## config.mk

```make
export PLATFORM = sky130hd
export DESIGN_NAME = arinc_dual_rx
export DESIGN_NICKNAME = d
export VERILOG_FILES = /design/src/design/arinc_rx_pkg.sv /design/src/design/word_fifo.sv /design/src/design/arinc_dual_rx.sv
export SDC_FILE = /design/constraint.sdc
export NUM_CORES = 1
export LEC_CHECK = 0
export BUFFER_PORTS_ARGS = -buffer_cell sky130_fd_sc_hd__buf_4
export CAP_MARGIN = 10
export CORE_MARGIN = 4
export CORE_UTILIZATION = 65
export CTS_CLUSTER_SIZE = 28
export DETAILED_ROUTE_END_ITERATION = 12
export GPL_TIMING_DRIVEN = 1
export PLACE_DENSITY = 0.83
export SYNTH_ARGS = -nofsm -noshare
export SYNTH_HDL_FRONTEND = slang
export SYNTH_SLANG_ARGS = --single-unit
```

## constraint.sdc

```tcl
create_clock -name clk -period 5.9 [get_ports clk]
set_input_delay 0.59 -clock clk [delete_from_list [all_inputs] [get_ports clk]]
set_output_delay 0.59 -clock clk [all_outputs]
set_load 0.01 [all_outputs]
```

## src/design/arinc_rx_pkg.sv

```systemverilog
// Shared constants and types for the dual serial receiver block.
package arinc_rx_pkg;

  // ==========================================================================
  // Widths and layout
  // ==========================================================================
  localparam int BUS_W = 16;
  localparam int WORD_BITS = 32;
  localparam int OPT_W = 10;
  // Bus line that carries the lowest option bit.
  localparam int OPT_LSB = 5;
  localparam int LABEL_BIT9_IDX = 8;
  localparam int LABEL_BIT10_IDX = 9;
  localparam int PARITY_IDX = 31;
  // Option reset value: loopback off, filters off, fast rates, odd parity.
  localparam logic [9:0] OPTION_RESET = 10'h001;

  // ==========================================================================
  // Receiver timing, in samples and master clocks
  // ==========================================================================
  localparam int SR_W = 10;
  localparam int SETTLE = 3;
  localparam int SPACE_MIN = 8;
  localparam int SPACE_MAX = 12;
  localparam int GAP_NULLS = 3;
  localparam int SAMPLES_PER_BIT = 10;
  localparam int DATA_DIV_FAST = 10;
  localparam int DATA_DIV_SLOW = 80;
  localparam int SAMPLE_DIV_FAST = DATA_DIV_FAST / SAMPLES_PER_BIT;
  localparam int SAMPLE_DIV_SLOW = DATA_DIV_SLOW / SAMPLES_PER_BIT;
  localparam int TX_HALF_FAST = DATA_DIV_FAST / 2;
  localparam int TX_HALF_SLOW = DATA_DIV_SLOW / 2;
  localparam int FIFO_DEPTH = 16;

  // ==========================================================================
  // Types
  // ==========================================================================
  // Option word, most significant field first; loopback_n sits on bit 0.
  typedef struct packed {
    logic rx_rate_select;
    logic tx_rate_select;
    logic parity_sense_bit;
    logic rx_two_label_bit10;
    logic rx_two_label_bit9;
    logic rx_two_filter_enable;
    logic rx_one_label_bit10;
    logic rx_one_label_bit9;
    logic rx_one_filter_enable;
    logic loopback_test_bit;
  } option_t;

  // Comparator levels of one receiver input.
  typedef struct packed {
    logic one_lvl;
    logic zero_lvl;
  } line_t;

  // Accepted word tagged with its receiver.
  typedef struct packed {
    logic id;
    logic [WORD_BITS-1:0] data;
  } rx_word_t;

  localparam int FIFO_W = $bits(rx_word_t);

endpackage

```

## src/design/word_fifo.sv

```systemverilog
// Synchronous valid/ready FIFO with parameterised width and depth.
module word_fifo #(
  parameter int WIDTH = 33,
  parameter int DEPTH = 16
) (
  input wire logic clk,
  input wire logic arst_n,
  input wire logic flush,
  input wire logic in_valid,
  output logic in_ready,
  input wire logic [WIDTH-1:0] in_data,
  output logic out_valid,
  input wire logic out_ready,
  output logic [WIDTH-1:0] out_data
);

  localparam int AW = $clog2(DEPTH);

  typedef struct packed {
    logic [AW-1:0] wr;
    logic [AW-1:0] rd;
    logic [AW:0] cnt;
  } fifo_state_t;

  fifo_state_t s_q;
  fifo_state_t s_d;
  logic [WIDTH-1:0] mem [DEPTH];
  logic push;
  logic pop;

  // ==========================================================================
  // Flags and pointer update
  // ==========================================================================
  assign in_ready = (s_q.cnt != (AW+1)'(DEPTH));
  assign out_valid = (s_q.cnt != '0);
  assign out_data = mem[s_q.rd];
  assign push = in_valid && in_ready && !flush;
  assign pop = out_valid && out_ready && !flush;

  always_comb begin
    s_d = s_q;
    if (push) begin
      s_d.wr = (s_q.wr == AW'(DEPTH-1)) ? '0 : s_q.wr + 1'b1;
    end
    if (pop) begin
      s_d.rd = (s_q.rd == AW'(DEPTH-1)) ? '0 : s_q.rd + 1'b1;
    end
    s_d.cnt = s_q.cnt + (AW+1)'(push) - (AW+1)'(pop);
    if (flush) begin
      s_d = '0;
    end
  end

  always_ff @(posedge clk or negedge arst_n) begin
    if (!arst_n) begin
      s_q <= '0;
    end else begin
      s_q <= s_d;
    end
  end

  always_ff @(posedge clk) begin
    if (push) begin
      mem[s_q.wr] <= in_data;
    end
  end

endmodule

```

## src/design/arinc_dual_rx.sv

```systemverilog
// Dual serial receiver with option word, word holding buffers and host bus.

// Behaviour
// Ten option bits captured on option strobe.
// Loopback bit zero feeds transmitter into receivers.
// Receiver one filter: bits 9,10 match options.
// Receiver two filter: bits 9,10 match options.
// Parity sense: zero odd, one even.
// Transmit clock is master divided 10/80.
// Receive clock is master divided 10/80.
// Serial bit 1 arrives first, then ascending.
// Bus halves follow the fixed bit mapping.
// Ten-bit samplers; three matching samples validate.
// Bit needs one/zero then null.
// Word gap needs three nulls both halves.
// Bit spacing must be 8 to 12.
// Gap timer counts three nulls, then re-arm.
// Bit 32 replaced by parity flag.
// End-of-word event; accepted word lowers ready.
// Ready stays low until both halves read.
// Strobe one reads receiver one, two two.
// New word overwrites an unread held word.
// Loopback: receiver two gets complemented data.
// Master reset clears words, flags, keeps options.
// Receiver two drives only while strobe one high.
// One holding word per receiver, read independently.
// Ten samples per receive data clock period.
module arinc_dual_rx #(
  parameter int DEPTH = arinc_rx_pkg::FIFO_DEPTH
) (
  input wire logic clk,
  input wire logic arst_n,
  input wire logic master_reset_n,
  input wire logic option_word_strobe,
  input wire logic [arinc_rx_pkg::BUS_W-1:0] bus_in,
  output logic [arinc_rx_pkg::BUS_W-1:0] bus_out,
  output logic bus_oe,
  input wire logic byte_select,
  input wire logic rx_one_read_strobe_n,
  input wire logic rx_two_read_strobe_n,
  output logic rx_one_word_ready_n,
  output logic rx_two_word_ready_n,
  output logic [1:0] word_complete_event,
  input wire arinc_rx_pkg::line_t rx_one_line,
  input wire arinc_rx_pkg::line_t rx_two_line,
  input wire arinc_rx_pkg::line_t tx_serial_line_out,
  output logic tx_data_clk,
  output logic tx_parity_even
);
  import arinc_rx_pkg::*;

  typedef enum logic [1:0] {
    RX_WAIT_GAP,
    RX_BITS,
    RX_GAP_TIMER
  } rx_phase_t;

  typedef struct packed {
    rx_phase_t phase;
    logic [SR_W-1:0] one_sr;
    logic [SR_W-1:0] zero_sr;
    logic [SR_W-1:0] null_sr;
    logic [5:0] bit_cnt;
    logic [WORD_BITS-1:0] shift;
    logic [4:0] space_cnt;
    logic [6:0] gap_div;
    logic [1:0] gap_nulls;
  } rx_state_t;

  typedef struct packed {
    logic [WORD_BITS-1:0] word;
    logic ready_n;
    logic [1:0] halves;
    logic strobe_low;
    logic sel_seen;
  } hold_t;

  typedef struct packed {
    option_t opt;
    rx_state_t [1:0] rx;
    logic [2:0] sample_div;
    logic [6:0] tx_div;
    logic tx_clk;
    logic [1:0] event_pulse;
    logic [1:0] pend_v;
    logic [1:0][WORD_BITS-1:0] pend_w;
    hold_t [1:0] hold;
    logic [BUS_W-1:0] bus_out;
    logic bus_oe;
  } core_t;

  core_t s_q;
  core_t s_d;
  line_t [1:0] line_in;
  logic [1:0] strobe_low;
  logic fifo_in_valid;
  logic fifo_in_ready;
  rx_word_t fifo_in_data;
  logic fifo_out_valid;
  logic fifo_out_ready;
  rx_word_t fifo_out_data;

  // ==========================================================================
  // Helpers
  // ==========================================================================
  // Arranges one half of a held word onto the bus lines.
  function automatic logic [BUS_W-1:0] bus_half(input logic [WORD_BITS-1:0] w, input logic second);
    logic [BUS_W-1:0] h;
    h = '0;
    if (second) begin
      h = w[28:13];
    end else begin
      h[15:11] = w[12:8];
      h[10] = w[30];
      h[9] = w[29];
      h[8] = w[PARITY_IDX];
      for (int i = 0; i < 8; i++) begin
        h[7-i] = w[i];
      end
    end
    return h;
  endfunction

  // True when the top or bottom three samples of a sampler are all set.
  function automatic logic top_settled(input logic [SR_W-1:0] sr);
    return &sr[SR_W-1 -: SETTLE];
  endfunction

  function automatic logic low_settled(input logic [SR_W-1:0] sr);
    return &sr[SETTLE-1:0];
  endfunction

  // ==========================================================================
  // Input selection and read strobes
  // ==========================================================================
  always_comb begin
    if (s_q.opt.loopback_test_bit) begin
      line_in[0] = rx_one_line;
      line_in[1] = rx_two_line;
    end else begin
      line_in[0] = tx_serial_line_out;
      line_in[1].one_lvl = tx_serial_line_out.zero_lvl;
      line_in[1].zero_lvl = tx_serial_line_out.one_lvl;
    end
  end

  assign strobe_low[0] = !rx_one_read_strobe_n;
  assign strobe_low[1] = !rx_two_read_strobe_n && rx_one_read_strobe_n;

  // ==========================================================================
  // Word buffer between receivers and holding words
  // ==========================================================================
  assign fifo_in_valid = |s_q.pend_v;
  assign fifo_in_data.id = !s_q.pend_v[0];
  assign fifo_in_data.data = s_q.pend_v[0] ? s_q.pend_w[0] : s_q.pend_w[1];
  // A holding word is never replaced while its receiver is being read.
  assign fifo_out_ready = !strobe_low[fifo_out_data.id];

  word_fifo #(
    .WIDTH(FIFO_W),
    .DEPTH(DEPTH)
  ) u_fifo (
    .clk(clk),
    .arst_n(arst_n),
    .flush(!master_reset_n),
    .in_valid(fifo_in_valid),
    .in_ready(fifo_in_ready),
    .in_data(fifo_in_data),
    .out_valid(fifo_out_valid),
    .out_ready(fifo_out_ready),
    .out_data(fifo_out_data)
  );

  // ==========================================================================
  // Next state
  // ==========================================================================
  always_comb begin
    logic tick;
    logic hi_one;
    logic hi_zero;
    logic lo_null;
    logic gap_null;
    logic bit_ok;
    logic accept;
    logic done;
    logic [WORD_BITS-1:0] w;
    tick = 1'b0;
    hi_one = 1'b0;
    hi_zero = 1'b0;
    lo_null = 1'b0;
    gap_null = 1'b0;
    bit_ok = 1'b0;
    accept = 1'b0;
    done = 1'b0;
    w = '0;
    s_d = s_q;
    s_d.event_pulse = '0;

    if (option_word_strobe) begin
      s_d.opt = option_t'(bus_in[OPT_LSB +: OPT_W]);
    end

    // Transmit data clock: toggles every half period of 10 or 80 clocks.
    if (s_q.tx_div == '0) begin
      s_d.tx_div = s_q.opt.tx_rate_select ? 7'(TX_HALF_SLOW - 1) : 7'(TX_HALF_FAST - 1);
      s_d.tx_clk = !s_q.tx_clk;
    end else begin
      s_d.tx_div = s_q.tx_div - 1'b1;
    end

    // Sample tick: ten samples per receive data clock period.
    tick = (s_q.sample_div == '0);
    if (tick) begin
      s_d.sample_div = s_q.opt.rx_rate_select ? 3'(SAMPLE_DIV_SLOW - 1) : 3'(SAMPLE_DIV_FAST - 1);
    end else begin
      s_d.sample_div = s_q.sample_div - 1'b1;
    end

    if (fifo_in_valid && fifo_in_ready) begin
      s_d.pend_v[fifo_in_data.id] = 1'b0;
    end

    for (int r = 0; r < 2; r++) begin
      hi_one = top_settled(s_q.rx[r].one_sr);
      hi_zero = top_settled(s_q.rx[r].zero_sr);
      lo_null = low_settled(s_q.rx[r].null_sr);
      gap_null = top_settled(s_q.rx[r].null_sr) && lo_null;
      bit_ok = tick && (hi_one || hi_zero) && lo_null;
      accept = 1'b0;
      w = s_q.rx[r].shift;

      if (tick) begin
        s_d.rx[r].one_sr = {s_q.rx[r].one_sr[SR_W-2:0], line_in[r].one_lvl};
        s_d.rx[r].zero_sr = {s_q.rx[r].zero_sr[SR_W-2:0], line_in[r].zero_lvl};
        s_d.rx[r].null_sr = {s_q.rx[r].null_sr[SR_W-2:0], !line_in[r].one_lvl && !line_in[r].zero_lvl};
        if (s_q.rx[r].space_cnt != '1) begin
          s_d.rx[r].space_cnt = s_q.rx[r].space_cnt + 1'b1;
        end
      end
      // A consumed bit empties the one and zero samplers but for the newest sample; the null sampler is kept.
      if (bit_ok) begin
        s_d.rx[r].one_sr &= SR_W'(1);
        s_d.rx[r].zero_sr &= SR_W'(1);
        s_d.rx[r].space_cnt = 5'h1;
      end

      unique case (s_q.rx[r].phase)
        RX_WAIT_GAP: begin
          if (tick && gap_null) begin
            s_d.rx[r].phase = RX_BITS;
            s_d.rx[r].bit_cnt = '0;
          end
        end
        RX_BITS: begin
          if (bit_ok) begin
            if (s_q.rx[r].bit_cnt != '0 && s_q.rx[r].space_cnt < 5'(SPACE_MIN)) begin
              s_d.rx[r].phase = RX_WAIT_GAP;
            end else begin
              w[s_q.rx[r].bit_cnt[4:0]] = hi_one;
              s_d.rx[r].shift = w;
              s_d.rx[r].bit_cnt = s_q.rx[r].bit_cnt + 1'b1;
              if (s_q.rx[r].bit_cnt == 6'(WORD_BITS - 1)) begin
                w[PARITY_IDX] = ~^w;
                s_d.rx[r].shift = w;
                s_d.event_pulse[r] = 1'b1;
                if (r == 0) begin
                  accept = !s_q.opt.rx_one_filter_enable ||
                           (w[LABEL_BIT9_IDX] == s_q.opt.rx_one_label_bit9 &&
                            w[LABEL_BIT10_IDX] == s_q.opt.rx_one_label_bit10);
                end else begin
                  accept = !s_q.opt.rx_two_filter_enable ||
                           (w[LABEL_BIT9_IDX] == s_q.opt.rx_two_label_bit9 &&
                            w[LABEL_BIT10_IDX] == s_q.opt.rx_two_label_bit10);
                end
                s_d.rx[r].phase = RX_GAP_TIMER;
                s_d.rx[r].gap_div = s_q.opt.rx_rate_select ? 7'(DATA_DIV_SLOW - 1) : 7'(DATA_DIV_FAST - 1);
                s_d.rx[r].gap_nulls = '0;
              end
            end
          end else if (tick && s_q.rx[r].bit_cnt != '0 && s_q.rx[r].space_cnt >= 5'(SPACE_MAX)) begin
            s_d.rx[r].phase = RX_WAIT_GAP;
          end
        end
        RX_GAP_TIMER: begin
          if (s_q.rx[r].gap_div == '0) begin
            s_d.rx[r].gap_div = s_q.opt.rx_rate_select ? 7'(DATA_DIV_SLOW - 1) : 7'(DATA_DIV_FAST - 1);
            if (s_q.rx[r].null_sr[0]) begin
              s_d.rx[r].gap_nulls = s_q.rx[r].gap_nulls + 1'b1;
              if (s_q.rx[r].gap_nulls == 2'(GAP_NULLS - 1)) begin
                s_d.rx[r].phase = RX_BITS;
                s_d.rx[r].bit_cnt = '0;
                s_d.rx[r].gap_nulls = '0;
              end
            end else begin
              s_d.rx[r].gap_nulls = '0;
            end
          end else begin
            s_d.rx[r].gap_div = s_q.rx[r].gap_div - 1'b1;
          end
        end
        default: begin
          s_d.rx[r].phase = RX_WAIT_GAP;
        end
      endcase

      // A new word replaces one still waiting for the buffer.
      if (accept) begin
        s_d.pend_v[r] = 1'b1;
        s_d.pend_w[r] = w;
      end

      // Holding word and host read tracking.
      s_d.hold[r].strobe_low = strobe_low[r];
      if (strobe_low[r]) begin
        s_d.hold[r].sel_seen = byte_select;
      end
      done = s_q.hold[r].strobe_low && !strobe_low[r];
      if (done && !s_q.hold[r].ready_n) begin
        s_d.hold[r].halves[s_q.hold[r].sel_seen] = 1'b1;
      end
      if (&s_d.hold[r].halves) begin
        s_d.hold[r].ready_n = 1'b1;
        s_d.hold[r].halves = '0;
      end
      if (fifo_out_valid && fifo_out_ready && fifo_out_data.id == 1'(r)) begin
        s_d.hold[r].word = fifo_out_data.data;
        s_d.hold[r].ready_n = 1'b0;
        s_d.hold[r].halves = '0;
      end
    end

    // Registered bus drive for the strobe that is active.
    s_d.bus_oe = |strobe_low;
    if (strobe_low[0]) begin
      s_d.bus_out = bus_half(s_q.hold[0].word, byte_select);
    end else if (strobe_low[1]) begin
      s_d.bus_out = bus_half(s_q.hold[1].word, byte_select);
    end else begin
      s_d.bus_out = '0;
    end

    // Master reset stops reception, clears words and flags and restarts the transmit clock; options are kept.
    if (!master_reset_n) begin
      s_d.rx = '0;
      s_d.pend_v = '0;
      s_d.pend_w = '0;
      s_d.event_pulse = '0;
      s_d.tx_div = '0;
      s_d.tx_clk = 1'b0;
      for (int r = 0; r < 2; r++) begin
        s_d.hold[r].word = '0;
        s_d.hold[r].ready_n = 1'b1;
        s_d.hold[r].halves = '0;
      end
    end
  end

  // ==========================================================================
  // State register
  // ==========================================================================
  always_ff @(posedge clk or negedge arst_n) begin
    if (!arst_n) begin
      s_q <= '0;
      s_q.opt <= option_t'(OPTION_RESET);
      s_q.hold[0].ready_n <= 1'b1;
      s_q.hold[1].ready_n <= 1'b1;
    end else begin
      s_q <= s_d;
    end
  end

  // ==========================================================================
  // Outputs
  // ==========================================================================
  assign bus_out = s_q.bus_out;
  assign bus_oe = s_q.bus_oe;
  assign rx_one_word_ready_n = s_q.hold[0].ready_n;
  assign rx_two_word_ready_n = s_q.hold[1].ready_n;
  assign word_complete_event = s_q.event_pulse;
  assign tx_data_clk = s_q.tx_clk;
  assign tx_parity_even = s_q.opt.parity_sense_bit;

endmodule

```

==> run_results.csv <==
group,metric,value,unit
sta,fin_ws,1.502,ns
layout,fin_area,42840,um^2
routing,antenna_left,0,
clocking,cts_made_buffers,86,
die,start_util,65.89,%
sta,relSlewSlack,18.84,%
synthesis,synth-edff-count,528,
global_routing,grt.total_usage,30.15,%
sta,setup_viol,0,
clocking,root_buffer,"clkbuf_16",
worst_hold_path,hold_path_end,"bus_oe",
synthesis,ys_seq_elements,889,
pwr,ir_worst_vdd,0.0003075,V
synthesis,yosys.area.top_type,"edfxtp_1",
critical_path,critPathLaunchType,"flop",
die,dieArea,64030,um^2
clocking,holdBufCountCts,1,
synthesis,synth_area_leaders,"edfxtp_1 41%, dfrtp_1 23%, mux2i_1 6.3%, mux4_2 3.8%, nand2_1 2.4%",
layout,diodes,0,
critical_path,worstPathArrival,4.97,ns
sta,rsz0062_at_grt,"false",
synthesis,synth_top_area_share,40.62,%
critical_path,worst_r2r_path_depth,14,
global_routing,grt_max_degree,150,
synthesis,muxShareOfSynthArea,11.50,%
place,pre_cts_slack,1.602,ns
global_routing,first_global_vias,25624,
synthesis,synth_fa_ha_area_share,1.109,%
critical_path,crit_required,6.47,ns
routing,wl,95.58,mm
critical_path,criticalPathCategory,"flop to flop",
flow_run,drv_cap,0,
synthesis,netlist_area,39030,um^2
synthesis,yosys_warnings,0,
synthesis,synth_cell_types,84,
sta,fin_skew,0.04139,ns
clocking,postCtsSetupRepairBufs,0,
worst_hold_path,worstHoldStart,"rx_two_read_strobe_n",
clocking,clockBufferDepth,3,
die,fp.dieW,253.1,um
clocking,cts_resized,0,
routing,routed_via_density,6.774,
clocking,cts_tree,"done",
sta,tightest_slew,1.207,ns
die,fp-row-count,89,
synthesis,postSynthAreaPerCell,13.33,um^2
worst_hold_path,hp-class,"input pin to flop",
sta,tns,0,ns
synthesis,synthArstFlopShare,40.61,%
synthesis,syn_inst,2928,
synthesis,synth_xor_area_share,2.699,%
routing,detail_route.wl_per_cell,25.64,um
synthesis,synth_nets,2991,
global_routing,grt_pass1_wl,148.7,mm
die,die_y,253.1,um
synthesis,yosys.area_share.simple,8.360,%
synthesis,synth_top_family_by_area,"multiplexers",
layout,drive_gt1_share,12.89,%
synthesis,seq_area_frac_synth,63.77,%
sta,hold_viol,0,
place,post-dp-hpwl,54.75,mm
place,portBuffers,45,
pwr,leakage,15.96,nW
pwr,p_per_area,351.4,nW/um^2
sta,timing.final.crit_share,74.55,%
critical_path,r2r_end,"u_fifo.s_q[4]",
place,place_congestion,0.8673,
critical_path,r2r-start,"u_fifo.s_q[8]",
critical_path,reg2reg_slack,1.50,ns
clocking,clk_pin_slew_worst_paths,0.06,ns
routing,drtIter0Drc,2737,
run_status,status,"completed",
clocking,clock_sinks,889,
critical_path,end_kind,"flop",
die,ioPinCount,52,
place,dpl_cell_area,39910,um^2
routing,vias,25254,
critical_path,crit_fanout,14,
clocking,clock_latency,0.66,ns
global_routing,antenna_found_initial,0,
clocking,h-tree-depth,3,
routing,drtPass1Iterations,5,
synthesis,synth-compound-area-share,9.642,%
layout,num-nets-final,2948,
sta,final-max-slew-violation-count,0,
routing,drc_errors,0,
global_routing,grt.overflow.total,0,
synthesis,synth-main-ff-cell,"edfxtp_1",
sta,period_needed,4.398,ns
die,coreArea,59240,um^2
worst_hold_path,min_path_cells,2,
sta,fmax,227.4,MHz
layout,syn_to_final_growth,9.758,%
sta,finalHoldWorstSlack,0.1139,ns
-- cell families (layout without fill, tap and decap cells) --
| logic type | after synthesis | after routing |
|---|---|---|
| flip-flops | 889 | 889 |
| multiplexers | 360 | 360 |
| XOR/XNOR | 114 | 114 |
| AND/OR/NAND/NOR | 715 | 715 |
| AO/OA/AOI/OAI | 554 | 554 |
| buffers and inverters | 262 | 289 |
| adder cells (fa/ha/maj) | 34 | 34 |
-- power by group --
part	internal [mW]	total, mW	switching [mW]
logic	0.985	2.40	1.41
registers	6.79	7.01	0.217
clock network	3.30	5.65	2.35
-- cell usage after synthesis, drive strengths merged (14+ instances only) --
master / instances
dfrtp: 358
ha: 33
edfxtp: 528
a31oi: 19
buf: 83
nand4: 14
xor2: 23
o221ai: 107
nand2b: 15
clkbuf: 137
nand3: 114
mux2i: 248
mux4: 66
xnor2: 87
nand2: 254
inv: 41
o21ai: 137
nor2: 209
o31ai: 54
a21oi: 108
a22o: 39
nor3: 27
nor2b: 15
o22ai: 20
mux2: 46
-- layer usage --
metal / vias up / track usage, % / wire length (um)
met5: - / 0 / 0
li1: 10901 / - / -
met3: 278 / 5.362 / 7518
met4: 0 / 15.98 / 5764
met2: 1306 / 49.83 / 47480
met1: 12769 / 38.67 / 34810
-- registers in the layout, summed over array words and instances, names as in the netlist --
register,flops
u_fifo.mem,528
s_q,325
bus_out,16
u_fifo.s_q,13
word_complete_event,2
bus_oe,1
rx_one_word_ready_n,1
rx_two_word_ready_n,1
tx_data_clk,1
tx_parity_even,1
-- stage by stage --
step           cells  util, %  total power [mW]
4_1_cts         3728    72.32             15.09
6_report        3728    72.32             15.05
5_1_grt         3728    72.32             15.62
3_5_place_dp    3569    67.37             9.467
3_3_place_gp    3569    67.37             9.351
2_1_floorplan   2928        -             8.846
-- critical path, cell delays in order (launching register included) --
cell and delay [ns]:
dfrtp_1 0.91, clkinv_1 0.23, a221oi_1 0.35, o21ai_0 0.28, nand2_1 0.23, nor2_1 0.07, a2111oi_2 0.64, ha_1 0.22
inv_1 0.04, ha_1 0.21, fa_1 0.44, a21oi_1 0.15, nor2_1 0.06, or3_1 0.34, a21oi_1 0.14
-- layout make-up --
cell class / count / area, um^2
clock inverter: 45 / 546.8
multi-input combinational: 1777 / 13170
tap: 773 / 967.2
timing repair buffer: 89 / 719.4
inverter: 42 / 162.7
sequential: 889 / 24900
clock buffer: 113 / 2376
fill: 3543 / 16400
-- worst max-delay path by stage --
stage,depth (start not counted),slack (ns),startpoint,end
5_1_grt,14,1.23,u_fifo.s_q[8],u_fifo.s_q[4]
6_report,14,1.50,u_fifo.s_q[8],u_fifo.s_q[4]
3_3_place_gp,12,1.66,u_fifo.s_q[5],u_fifo.s_q[4]
2_1_floorplan,5,1.73,master_reset_n,u_fifo.mem[3][0]
4_1_cts,14,1.54,u_fifo.s_q[8],u_fifo.s_q[4]
3_5_place_dp,14,1.60,u_fifo.s_q[8],u_fifo.s_q[4]
-- cells in the final DEF (no fill, tap or decap), types with 17 or more instances in the layout --
cell type,netlist,final
mux4_2,66,66
o22ai_1,20,20
nor2_1,208,195
a21oi_1,106,106
edfxtp_1,528,528
mux2_2,46,46
dfrtp_1,358,356
o31ai_1,54,54
mux2i_1,247,247
o21ai_0,134,134
nand3_1,113,111
a22o_1,39,39
nand2_1,254,253
buf_4,22,83
clkbuf_1,136,17
a31oi_1,19,19
ha_1,33,32
clkbuf_16,0,88
xnor2_1,87,87
xor2_1,23,23
nor3_1,26,19
o221ai_1,107,107
inv_1,41,40
Note: power is estimated with default switching activity, not from simulation.
